File: src/rtl/perf_event_pkg.sv
// Event codes, field positions and encodings for the interface event source
package perf_event_pkg;
	localparam int code_width = 6;
	localparam int event_count = 64;
	localparam int bus_width = 8;
	typedef logic [code_width-1:0] code_type;
	// Shared codes; 0x01 and 0x08 are raised on the subordinate side only
	localparam code_type ev_rd_req = 6'h00;
	localparam code_type ev_rd_device = 6'h01;
	localparam code_type ev_rd_nosnoop = 6'h02;
	localparam code_type ev_rd_once = 6'h03;
	localparam code_type ev_cmo = 6'h04;
	localparam code_type ev_rd_beat = 6'h05;
	localparam code_type ev_rd_last = 6'h06;
	localparam code_type ev_wr_req = 6'h07;
	localparam code_type ev_wr_device = 6'h08;
	localparam code_type ev_wr_nosnoop = 6'h09;
	localparam code_type ev_wr_line_unique = 6'h0A;
	localparam code_type ev_wr_unique = 6'h0B;
	localparam code_type ev_wr_atomic = 6'h0C;
	localparam code_type ev_wr_beat = 6'h0D;
	localparam code_type ev_ar_stall = 6'h0E;
	localparam code_type ev_r_stall = 6'h0F;
	localparam code_type ev_aw_stall = 6'h10;
	localparam code_type ev_w_stall = 6'h11;
	localparam code_type ev_b_stall = 6'h12;
	localparam code_type ev_wr_stash = 6'h13;
	localparam code_type ev_cmo_plain = 6'h14;
	localparam code_type ev_cmo_persist = 6'h15;
	localparam code_type ev_rd_tag = 6'h16;
	localparam code_type ev_wr_tag = 6'h17;
	// Manager-side codes
	localparam code_type ev_m_rd_tracker = 6'h20;
	localparam code_type ev_m_wr_tracker = 6'h21;
	localparam code_type ev_m_b_credit = 6'h22;
	localparam code_type ev_m_r_credit = 6'h23;
	localparam code_type ev_m_b_lowwire = 6'h24;
	localparam code_type ev_m_r_lowwire = 6'h25;
	// Subordinate-side codes
	localparam code_type ev_s_ot_limit = 6'h20;
	localparam code_type ev_s_bw_limit = 6'h21;
	localparam code_type ev_s_atomic_arb = 6'h22;
	localparam code_type ev_s_rd_tracker = 6'h23;
	localparam code_type ev_s_wr_tracker = 6'h24;
	localparam code_type ev_s_wbuf_full = 6'h25;
	localparam code_type ev_s_rob_full = 6'h26;
	localparam code_type ev_s_aw_order = 6'h27;
	localparam code_type ev_s_ar_order = 6'h28;
	localparam code_type ev_s_atomic_rd = 6'h29;
	localparam code_type ev_s_aw_credit = 6'h2A;
	localparam code_type ev_s_ar_credit = 6'h2B;
	localparam code_type ev_s_aw_ot = 6'h2C;
	localparam code_type ev_s_ar_ot = 6'h2D;
	localparam code_type ev_s_aw_bw = 6'h2E;
	localparam code_type ev_s_ar_bw = 6'h2F;
	localparam code_type ev_s_w_lowwire = 6'h30;
	localparam code_type ev_s_r_lowwire = 6'h31;
	// Request attribute encodings
	localparam int cache_dev_hi = 3;
	localparam int cache_dev_lo = 1;
	localparam logic [2:0] cache_device = 3'h0;
	localparam logic [3:0] snoop_read_nosnoop = 4'h0;
	localparam logic [3:0] snoop_read_once = 4'h0;
	localparam logic [3:0] snoop_clean_shared = 4'h8;
	localparam logic [3:0] snoop_clean_invalid = 4'h9;
	localparam logic [3:0] snoop_make_invalid = 4'hD;
	localparam logic [3:0] snoop_clean_shared_persist = 4'hA;
	localparam logic [3:0] snoop_write_nosnoop = 4'h0;
	localparam logic [3:0] snoop_write_unique = 4'h0;
	localparam logic [3:0] snoop_write_line_unique = 4'h1;
	localparam logic [3:0] snoop_wcmo_a = 4'h6;
	localparam logic [3:0] snoop_wcmo_b = 4'hA;
	localparam logic [3:0] snoop_wcmo_c = 4'hB;
	localparam logic [3:0] snoop_stash_a = 4'hC;
	localparam logic [3:0] snoop_stash_b = 4'hD;
	localparam logic [1:0] domain_noshare = 2'h0;
	localparam logic [1:0] domain_system = 2'h3;
	localparam logic [1:0] cmo_persist = 2'h2;
	localparam logic [1:0] cmo_deep_persist = 2'h3;
	localparam logic [1:0] tag_none = 2'h0;
	localparam logic [5:0] atop_none = 6'h00;
endpackage

File: src/rtl/secure_debug_gate.sv
// Debug-enable qualification of event enables
`timescale 1ns/1ps
module secure_debug_gate (
	// Clock and reset
	input wire logic clock,
	input wire logic reset,
	// Debug enables
	input wire logic invasive_debug_enable,
	input wire logic noninvasive_debug_enable,
	input wire logic secure_invasive_debug_enable,
	input wire logic secure_noninvasive_debug_enable,
	// Qualified enables
	output logic debug_on,
	output logic secure_on
);
	typedef struct packed {
		logic debug;
		logic secure;
	} state_type;
	state_type state_q, state_d;
	always_comb begin
		state_d.debug = invasive_debug_enable | noninvasive_debug_enable;
		state_d.secure = ((secure_invasive_debug_enable & invasive_debug_enable)
			| secure_noninvasive_debug_enable) & state_d.debug;
		if (reset) begin
			state_d = '0;
		end
	end
	always_ff @(posedge clock) begin
		state_q <= state_d;
	end
	assign debug_on = state_q.debug;
	assign secure_on = state_q.secure;
endmodule

File: src/rtl/event_select.sv
// Selects up to eight of 64 event lines onto the counter bus
`timescale 1ns/1ps
module event_select
	import perf_event_pkg::*;
#(
	parameter int lanes = perf_event_pkg::bus_width
) (
	// Clock and reset
	input wire logic clock,
	input wire logic reset,
	// Event lines and per-lane codes
	input wire logic [perf_event_pkg::event_count-1:0] events,
	input wire logic [lanes*perf_event_pkg::code_width-1:0] lane_code,
	input wire logic [lanes-1:0] lane_enable,
	// Counter bus, bit n to counter n
	output logic [lanes-1:0] event_bus
);
	typedef struct packed {
		logic [lanes-1:0] bus;
	} state_type;
	state_type state_q, state_d;
	logic [lanes-1:0] pick;
	genvar g;
	generate
		for (g = 0; g < lanes; g++) begin : lane
			assign pick[g] = lane_enable[g] & events[lane_code[g*code_width +: code_width]];
		end
	endgenerate
	always_comb begin
		state_d.bus = reset ? '0 : pick;
	end
	always_ff @(posedge clock) begin
		state_q <= state_d;
	end
	assign event_bus = state_q.bus;
endmodule

File: src/rtl/axi_ni_perf_event_source.sv
// Performance event source for an AXI-facing network interface
`timescale 1ns/1ps
// Summary of operation
// - Read address handshake raises 0x00; write address handshake raises 0x07.
// - Every read beat raises 0x05; read beats with last raise 0x06.
// - Every write data beat handshake raises 0x0D.
// - AR valid without ready raises 0x0E; AW likewise raises 0x10.
// - Stalls per cycle: R 0x0F, W 0x11, B 0x12.
// - Subordinate side: device reads (cache 3:1 zero) 0x01; device writes 0x08.
// - Write CMO snoop types: non-persist on 0x14, persist kinds on 0x15.
// - Reads with tag operation 0x16; writes with tag operation 0x17.
// - Non-snooping reads 0x02 and writes 0x09.
// - Read-once 0x03, write-line-unique 0x0A, write-unique 0x0B.
// - Cache maintenance reads 0x04; persist variant only with the newer protocol.
// - Atomic writes 0x0C; stash writes 0x13.
// - Tracker stalls: manager 0x20 and 0x21, subordinate 0x23 and 0x24.
// - Manager: write response credit stall 0x22, read response 0x23.
// - Low-wire stalls: manager B 0x24, R 0x25; subordinate W 0x30, R 0x31.
// - Subordinate: outstanding limit stall 0x20, bandwidth limit stall 0x21.
// - Subordinate: atomic resource collision stall 0x22.
// - Subordinate: write buffer full 0x25, reorder buffer full 0x26.
// - Subordinate: ordering stalls AW 0x27, AR 0x28; atomic read stall 0x29.
// - Subordinate: write request credit stall 0x2A, read 0x2B.
// - Subordinate: regulation stalls AW/AR outstanding 0x2C/0x2D, bandwidth 0x2E/0x2F.
// - Events without security attribute count only under secure debug.
// - Secure debug is ((SI and I) or SNI) and (I or NI).
// - Attributed events count when invasive or noninvasive enable is high.
// - Up to 64 events per unit, at most eight published.
// - Published events drive an 8-bit bus, bit n to counter n.
module axi_ni_perf_event_source
	import perf_event_pkg::*;
#(
	parameter bit subordinate_side = 1'b1,
	parameter bit persist_cmo_present = 1'b1,
	parameter int lanes = perf_event_pkg::bus_width
) (
	// Clock and reset
	input wire logic clock,
	input wire logic reset,
	// Debug enables
	input wire logic invasive_debug_enable,
	input wire logic noninvasive_debug_enable,
	input wire logic secure_invasive_debug_enable,
	input wire logic secure_noninvasive_debug_enable,
	// Event selection, per lane
	input wire logic [lanes*perf_event_pkg::code_width-1:0] lane_code,
	input wire logic [lanes-1:0] lane_enable,
	// Read address channel
	input wire logic arvalid,
	input wire logic arready,
	input wire logic [3:0] arcache,
	input wire logic [3:0] arsnoop,
	input wire logic [1:0] ardomain,
	input wire logic [1:0] artagop,
	// Write address channel
	input wire logic awvalid,
	input wire logic awready,
	input wire logic [3:0] awcache,
	input wire logic [3:0] awsnoop,
	input wire logic [1:0] awdomain,
	input wire logic [1:0] awcmo,
	input wire logic [5:0] awatop,
	input wire logic [1:0] awtagop,
	// Data and response channels
	input wire logic rvalid,
	input wire logic rready,
	input wire logic rlast,
	input wire logic wvalid,
	input wire logic wready,
	input wire logic bvalid,
	input wire logic bready,
	// Internal stall causes
	input wire logic rd_tracker_full,
	input wire logic wr_tracker_full,
	input wire logic wr_credit_stall,
	input wire logic rd_credit_stall,
	input wire logic w_lowwire_stall,
	input wire logic r_lowwire_stall,
	input wire logic ot_limit_stall,
	input wire logic bw_limit_stall,
	input wire logic atomic_arb_stall,
	input wire logic wbuf_full_stall,
	input wire logic rob_full_stall,
	input wire logic aw_order_stall,
	input wire logic ar_order_stall,
	input wire logic atomic_rd_stall,
	input wire logic aw_ot_stall,
	input wire logic ar_ot_stall,
	input wire logic aw_bw_stall,
	input wire logic ar_bw_stall,
	// Counter bus
	output logic [lanes-1:0] event_bus
);
	import perf_event_pkg::*;

	// ==========================================================
	// Debug qualification
	logic debug_on;
	logic secure_on;
	secure_debug_gate gate (
		.clock(clock),
		.reset(reset),
		.invasive_debug_enable(invasive_debug_enable),
		.noninvasive_debug_enable(noninvasive_debug_enable),
		.secure_invasive_debug_enable(secure_invasive_debug_enable),
		.secure_noninvasive_debug_enable(secure_noninvasive_debug_enable),
		.debug_on(debug_on),
		.secure_on(secure_on)
	);

	// ==========================================================
	// Raw conditions, one per cycle
	logic ar_hs, aw_hs, r_hs, w_hs;
	logic ar_dev, aw_dev, ar_cmo, aw_wcmo, aw_stash, aw_atomic;
	assign ar_hs = arvalid & arready;
	assign aw_hs = awvalid & awready;
	assign r_hs = rvalid & rready;
	assign w_hs = wvalid & wready;
	assign ar_dev = arcache[cache_dev_hi:cache_dev_lo] == cache_device;
	assign aw_dev = awcache[cache_dev_hi:cache_dev_lo] == cache_device;
	assign ar_cmo = (arsnoop == snoop_clean_shared) | (arsnoop == snoop_clean_invalid)
		| (arsnoop == snoop_make_invalid)
		| (persist_cmo_present & (arsnoop == snoop_clean_shared_persist));
	assign aw_wcmo = (awsnoop == snoop_wcmo_a) | (awsnoop == snoop_wcmo_b) | (awsnoop == snoop_wcmo_c);
	assign aw_stash = (awsnoop == snoop_stash_a) | (awsnoop == snoop_stash_b);
	assign aw_atomic = awatop != atop_none;

	// Attributed events carry the request security and need only debug on;
	// unattributed ones need secure debug so nothing secure leaks out.
	logic [event_count-1:0] plain_ev;
	logic [event_count-1:0] secure_ev;
	logic ar_nosnoop_dom, aw_nosnoop_dom;
	assign ar_nosnoop_dom = (ardomain == domain_noshare) | (ardomain == domain_system);
	assign aw_nosnoop_dom = (awdomain == domain_noshare) | (awdomain == domain_system);
	always_comb begin
		plain_ev = '0;
		secure_ev = '0;
		plain_ev[ev_rd_req] = ar_hs;
		plain_ev[ev_wr_req] = aw_hs;
		plain_ev[ev_rd_nosnoop] = ar_hs & ar_nosnoop_dom & (arsnoop == snoop_read_nosnoop);
		plain_ev[ev_wr_nosnoop] = aw_hs & aw_nosnoop_dom & (awsnoop == snoop_write_nosnoop)
			& ~aw_atomic;
		plain_ev[ev_rd_once] = ar_hs & ~ar_nosnoop_dom & (arsnoop == snoop_read_once);
		plain_ev[ev_wr_unique] = aw_hs & ~aw_nosnoop_dom & (awsnoop == snoop_write_unique)
			& ~aw_atomic;
		plain_ev[ev_wr_line_unique] = aw_hs & ~aw_nosnoop_dom & (awsnoop == snoop_write_line_unique);
		plain_ev[ev_cmo] = ar_hs & ar_cmo;
		plain_ev[ev_wr_atomic] = aw_hs & aw_atomic;
		plain_ev[ev_wr_stash] = aw_hs & aw_stash;
		plain_ev[ev_cmo_plain] = aw_hs & aw_wcmo & (awcmo != cmo_persist)
			& (awcmo != cmo_deep_persist);
		plain_ev[ev_cmo_persist] = aw_hs & aw_wcmo
			& ((awcmo == cmo_persist) | (awcmo == cmo_deep_persist));
		plain_ev[ev_rd_tag] = ar_hs & (artagop != tag_none);
		plain_ev[ev_wr_tag] = aw_hs & (awtagop != tag_none);
		plain_ev[ev_ar_stall] = arvalid & ~arready;
		plain_ev[ev_aw_stall] = awvalid & ~awready;
		secure_ev[ev_rd_beat] = r_hs;
		secure_ev[ev_rd_last] = r_hs & rlast;
		secure_ev[ev_wr_beat] = w_hs;
		secure_ev[ev_r_stall] = rvalid & ~rready;
		secure_ev[ev_w_stall] = wvalid & ~wready;
		secure_ev[ev_b_stall] = bvalid & ~bready;
		if (subordinate_side) begin
			plain_ev[ev_rd_device] = ar_hs & ar_dev;
			plain_ev[ev_wr_device] = aw_hs & aw_dev;
			plain_ev[ev_s_ot_limit] = ot_limit_stall;
			plain_ev[ev_s_bw_limit] = bw_limit_stall;
			plain_ev[ev_s_atomic_arb] = atomic_arb_stall;
			plain_ev[ev_s_rd_tracker] = rd_tracker_full;
			plain_ev[ev_s_wr_tracker] = wr_tracker_full;
			secure_ev[ev_s_wbuf_full] = wbuf_full_stall;
			plain_ev[ev_s_rob_full] = rob_full_stall;
			plain_ev[ev_s_aw_order] = aw_order_stall;
			plain_ev[ev_s_ar_order] = ar_order_stall;
			plain_ev[ev_s_atomic_rd] = atomic_rd_stall;
			secure_ev[ev_s_aw_credit] = wr_credit_stall;
			secure_ev[ev_s_ar_credit] = rd_credit_stall;
			plain_ev[ev_s_aw_ot] = aw_ot_stall;
			plain_ev[ev_s_ar_ot] = ar_ot_stall;
			plain_ev[ev_s_aw_bw] = aw_bw_stall;
			plain_ev[ev_s_ar_bw] = ar_bw_stall;
			secure_ev[ev_s_w_lowwire] = w_lowwire_stall;
			secure_ev[ev_s_r_lowwire] = r_lowwire_stall;
		end else begin
			// Device type is only classified on the subordinate side
			plain_ev[ev_m_rd_tracker] = rd_tracker_full;
			plain_ev[ev_m_wr_tracker] = wr_tracker_full;
			secure_ev[ev_m_b_credit] = wr_credit_stall;
			secure_ev[ev_m_r_credit] = rd_credit_stall;
			secure_ev[ev_m_b_lowwire] = w_lowwire_stall;
			secure_ev[ev_m_r_lowwire] = r_lowwire_stall;
		end
	end

	// ==========================================================
	// Registered qualified event lines
	typedef struct packed {
		logic [event_count-1:0] events;
	} state_type;
	state_type state_q, state_d;
	always_comb begin
		state_d.events = ({event_count{debug_on}} & plain_ev)
			| ({event_count{secure_on}} & secure_ev);
		if (reset) begin
			state_d.events = '0;
		end
	end
	always_ff @(posedge clock) begin
		state_q <= state_d;
	end

	event_select #(.lanes(lanes)) select (
		.clock(clock),
		.reset(reset),
		.events(state_q.events),
		.lane_code(lane_code),
		.lane_enable(lane_enable),
		.event_bus(event_bus)
	);
endmodule

File: config.mk
export PLATFORM = sky130hd
export DESIGN_NAME = axi_ni_perf_event_source
export DESIGN_NICKNAME = d
export VERILOG_FILES = /design/src/rtl/perf_event_pkg.sv /design/src/rtl/secure_debug_gate.sv /design/src/rtl/event_select.sv /design/src/rtl/axi_ni_perf_event_source.sv
export SDC_FILE = /design/constraint.sdc
export NUM_CORES = 1
export LEC_CHECK = 0
export ABC_AREA = 1
export BUFFER_PORTS_ARGS = -buffer_cell sky130_fd_sc_hd__buf_4
export CAP_MARGIN = 20
export CORE_UTILIZATION = 30
export DETAILED_ROUTE_END_ITERATION = 6
export PLACE_DENSITY = 0.48
export SLEW_MARGIN = 25
export SYNTH_ARGS = -nofsm -noshare
export SYNTH_HDL_FRONTEND = slang
export SYNTH_SLANG_ARGS = --single-unit
File: constraint.sdc
create_clock -name clock -period 2.76 [get_ports clock]
set_input_delay 0 -clock clock [delete_from_list [all_inputs] [get_ports clock]]
set_output_delay 0 -clock clock [all_outputs]
set_load 0.01 [all_outputs]
==> summary.md <==
| Metric | Value |
|---|---|
| Status | `finished with violations` |
| Failing checks | `negative hold slack` |
| Pre-Repair DR Iteration Count | `6` |
| Crit path time final | `2.051 ns` |
| Synth Instances | `1011` |
| DIE HEIGHT | `135.0 um` |
| H-tree Lvls | `2` |
| Worst hold start | `lane_code[16]` |
| GR Overflow Total | `0` |
| FF-to-FF Start | `gate.debug_on` |
| Worst skew pair latency | `0.31 ns` |
| Power per cell area | `312.6 nW/um2` |
| Crit share post-route | `74.31%` |
| Vias in the first global route | `6103` |
| Synth top cells by count | `nand2_1 (424), nand3_1 (273), nor2_1 (60), dfxtp_1 (52), inv_1 (40)` |
| R2r setup slk | `0.71 ns` |
| Leakage power | `3.298 nW` |
| Yosys warnings | `0` |
| Ranking of synthesized cells by area | `nand2_1 (30%), nand3_1 (26%), dfxtp_1 (20%), nor2_1 (4.2%), buf_2 (3.7%)` |
| Synthesized Nets | `1134` |
| Die X | `135.0 um` |
| DR vias | `6772` |
| Skew final | `0.007997 ns` |
| FF-to-FF path depth | `6` |
| Cell row count | `48` |
| Number of distinct library cells after synthesis | `30` |
| WL met2 | `9976 um` |
| Most common cell in the netlist | `nand2_1` |
| WL met3 | `1581 um` |
| IO Pins | `131` |
| Async S/R FF share, synth | `0%` |
| CTS tree | `yes` |
| Final max-slew violation count | `0` |
| Final #Nets | `1255` |
| Crit path DAT | `2.31 ns` |
| Critical path endpoint category | `register` |
| GP Congestion | `0.8532` |
| CTS clk-pin slew, worst paths | `0.08 ns` |
| Core region area | `17300 um2` |
| CTS Buf Count | `5` |
| Ant diodes | `0` |
| Fmax | `487.6 MHz` |
| Register area share after synthesis | `19.63%` |
| Non-filler cells, final | `1358` |
| M1 wire length | `10270 um` |
| Port bufs | `127` |
| Post-synth EDFFs | `0` |
| Area growth, synth to finish | `30.20%` |
| Synthesis-stage register bit count | `52` |
| Initial antenna violation count | `0` |
| Peak VDD IR | `0.2410 mV` |
| Vias per cell | `4.987` |
| Worst Hold End | `select.event_bus[2]` |
| Mapped Avg Cell Area | `5.245 um2` |
| Startpoint types | `register` |
| Worst-path fanout max | `14` |
| Routed Wire Length | `22330 um` |
| Largest net degree at the start of global routing | `30` |
| WL/cell | `16.45 um` |
| Rel. slew slack | `52.16%` |
| Critical path class | `register to register` |
| RSZ-0062 raised after global routing | `false` |
| Gr usage total | `24.86%` |
| Cells on Worst Hold Path | `3` |
| Setup TNS | `0 ns` |
| Initial core utilization | `30.66%` |
| WP data required | `3.02 ns` |
| Clock Tree Buf Depth | `2` |
| Area fraction of the dominant cell type after synthesis | `30.01%` |
| Share of layout cells above drive strength 1 | `14.92%` |
| Hold crit path type | `input pin to register` |
| Global-route wire length before repair | `34360 um` |
| Cell Area, Synth | `5303 um2` |
| 1st-iter DRT viols | `692` |
| Top layer reached by signal wires | `met4` |
| Final setup violation count | `0` |
| End of the worst register-to-register path | `state_q[9]` |
| Placed Cells | `1280` |
| HPWL after DPL | `14280 um` |
| Root Buffer | `clkbuf_16` |
| DRC Markers | `0` |
| CTS sink cnt | `52` |
| Hold Slack | `-0.0005792 ns` |
| Worst Max-Slew Pin Slew | `0.7166 ns` |
| Top FF cell, synth | `dfxtp_1` |
| Die area | `18210 um2` |
| Max Cap Viol | `0` |
| Final hold violation count | `1` |
| Synth area leader | `nand2_1` |
| ANT nets after route | `0` |
worst max-delay path by stage:
stage                   from                   to  slack, ns
6_report       gate.debug_on           state_q[9]       0.71
3_3_place_gp   gate.debug_on          state_q[11]       1.19
5_1_grt        gate.debug_on           state_q[9]       0.51
2_1_floorplan    state_q[35]  select.event_bus[4]       1.67
4_1_cts        gate.debug_on           state_q[9]       0.65
3_5_place_dp   gate.debug_on          state_q[11]       1.18
per-stage QoR:
stage	total power [W]	hold slack, ns	utilization (%)	worst slack (ns)	area, um2
2_1_floorplan	0.001194	0.07154	-	1.675	5303
3_3_place_gp	0.001427	0.1659	35.02	1.189	6057
3_5_place_dp	0.001426	0.1642	35.02	1.179	6057
4_1_cts	0.002173	0.001736	39.92	0.6494	6904
5_1_grt	0.002282	0.01070	39.92	0.5135	6904
6_report	0.002158	-0.0005792	39.92	0.7091	6904
area by class of cell:
class / count / area (um2)
Timing Repair Buffer: 197 / 1654
Fill cell: 1930 / 10390
Tap cell: 225 / 281.5
Clock inverter: 2 / 17.52
Sequential cell: 52 / 1041
Multi-Input combinational cell: 806 / 3510
Inverter: 70 / 271.5
Clock buffer: 6 / 128.9
placed cells by master, fill, tap and decap left out, types with 8 or more instances in the layout:
| master | netlist | final |
|---|---|---|
| nand3_1 | 273 | 273 |
| a21boi_1 | 8 | 8 |
| dlygate4sd3_1 | 0 | 70 |
| nor2_1 | 60 | 60 |
| dfxtp_1 | 52 | 52 |
| nor3_1 | 11 | 11 |
| buf_4 | 5 | 127 |
| inv_2 | 26 | 26 |
| inv_1 | 40 | 40 |
| nand2_1 | 424 | 424 |
per-layer routing:
metal,global-route usage (%),up-vias
met5,0,-
met3,3.303,32
met4,7.428,0
met1,34.80,3021
li1,-,3459
met2,39.40,260
cells by family after synthesis:
group                     after synthesis  synth area share [%]
AOI/OAI and AO/OA                      19                 2.525
buffers and inverters                 153                 14.18
xor gates and xnor gates                2                0.3304
DFF                                    52                 19.63
and+or+nand+nor                       785                 63.33
what timing repair did:
action / CTS / global route
resized for setup: 0 / 0
hold buffers: 70 / 0
hold endpoints to repair: 50 / 0
buffers inserted: 0 / 0
state kept, by name (all words and copies together) (netlist names):
signal / cells
select.event_bus: 8
state_q: 42
gate.debug_on: 1
gate.secure_on: 1
power by group:
group          switching, W  leakage (nW)  internal [W]
sequential        0.0000566         0.423      0.000769
combinational      0.000350          2.80      0.000306
clock              0.000331        0.0719      0.000345
worst max-delay path, stage by stage, from the launching register on:
cell and delay, ns:
dfxtp_1 0.62, nand2_1 0.22, nor2_2 0.24, nand3_1 0.12, nand3b_1 0.19, nor2_1 0.08
dlygate4sd3_1 0.54
No activity file was read; power rests on OpenSTA's default activity.
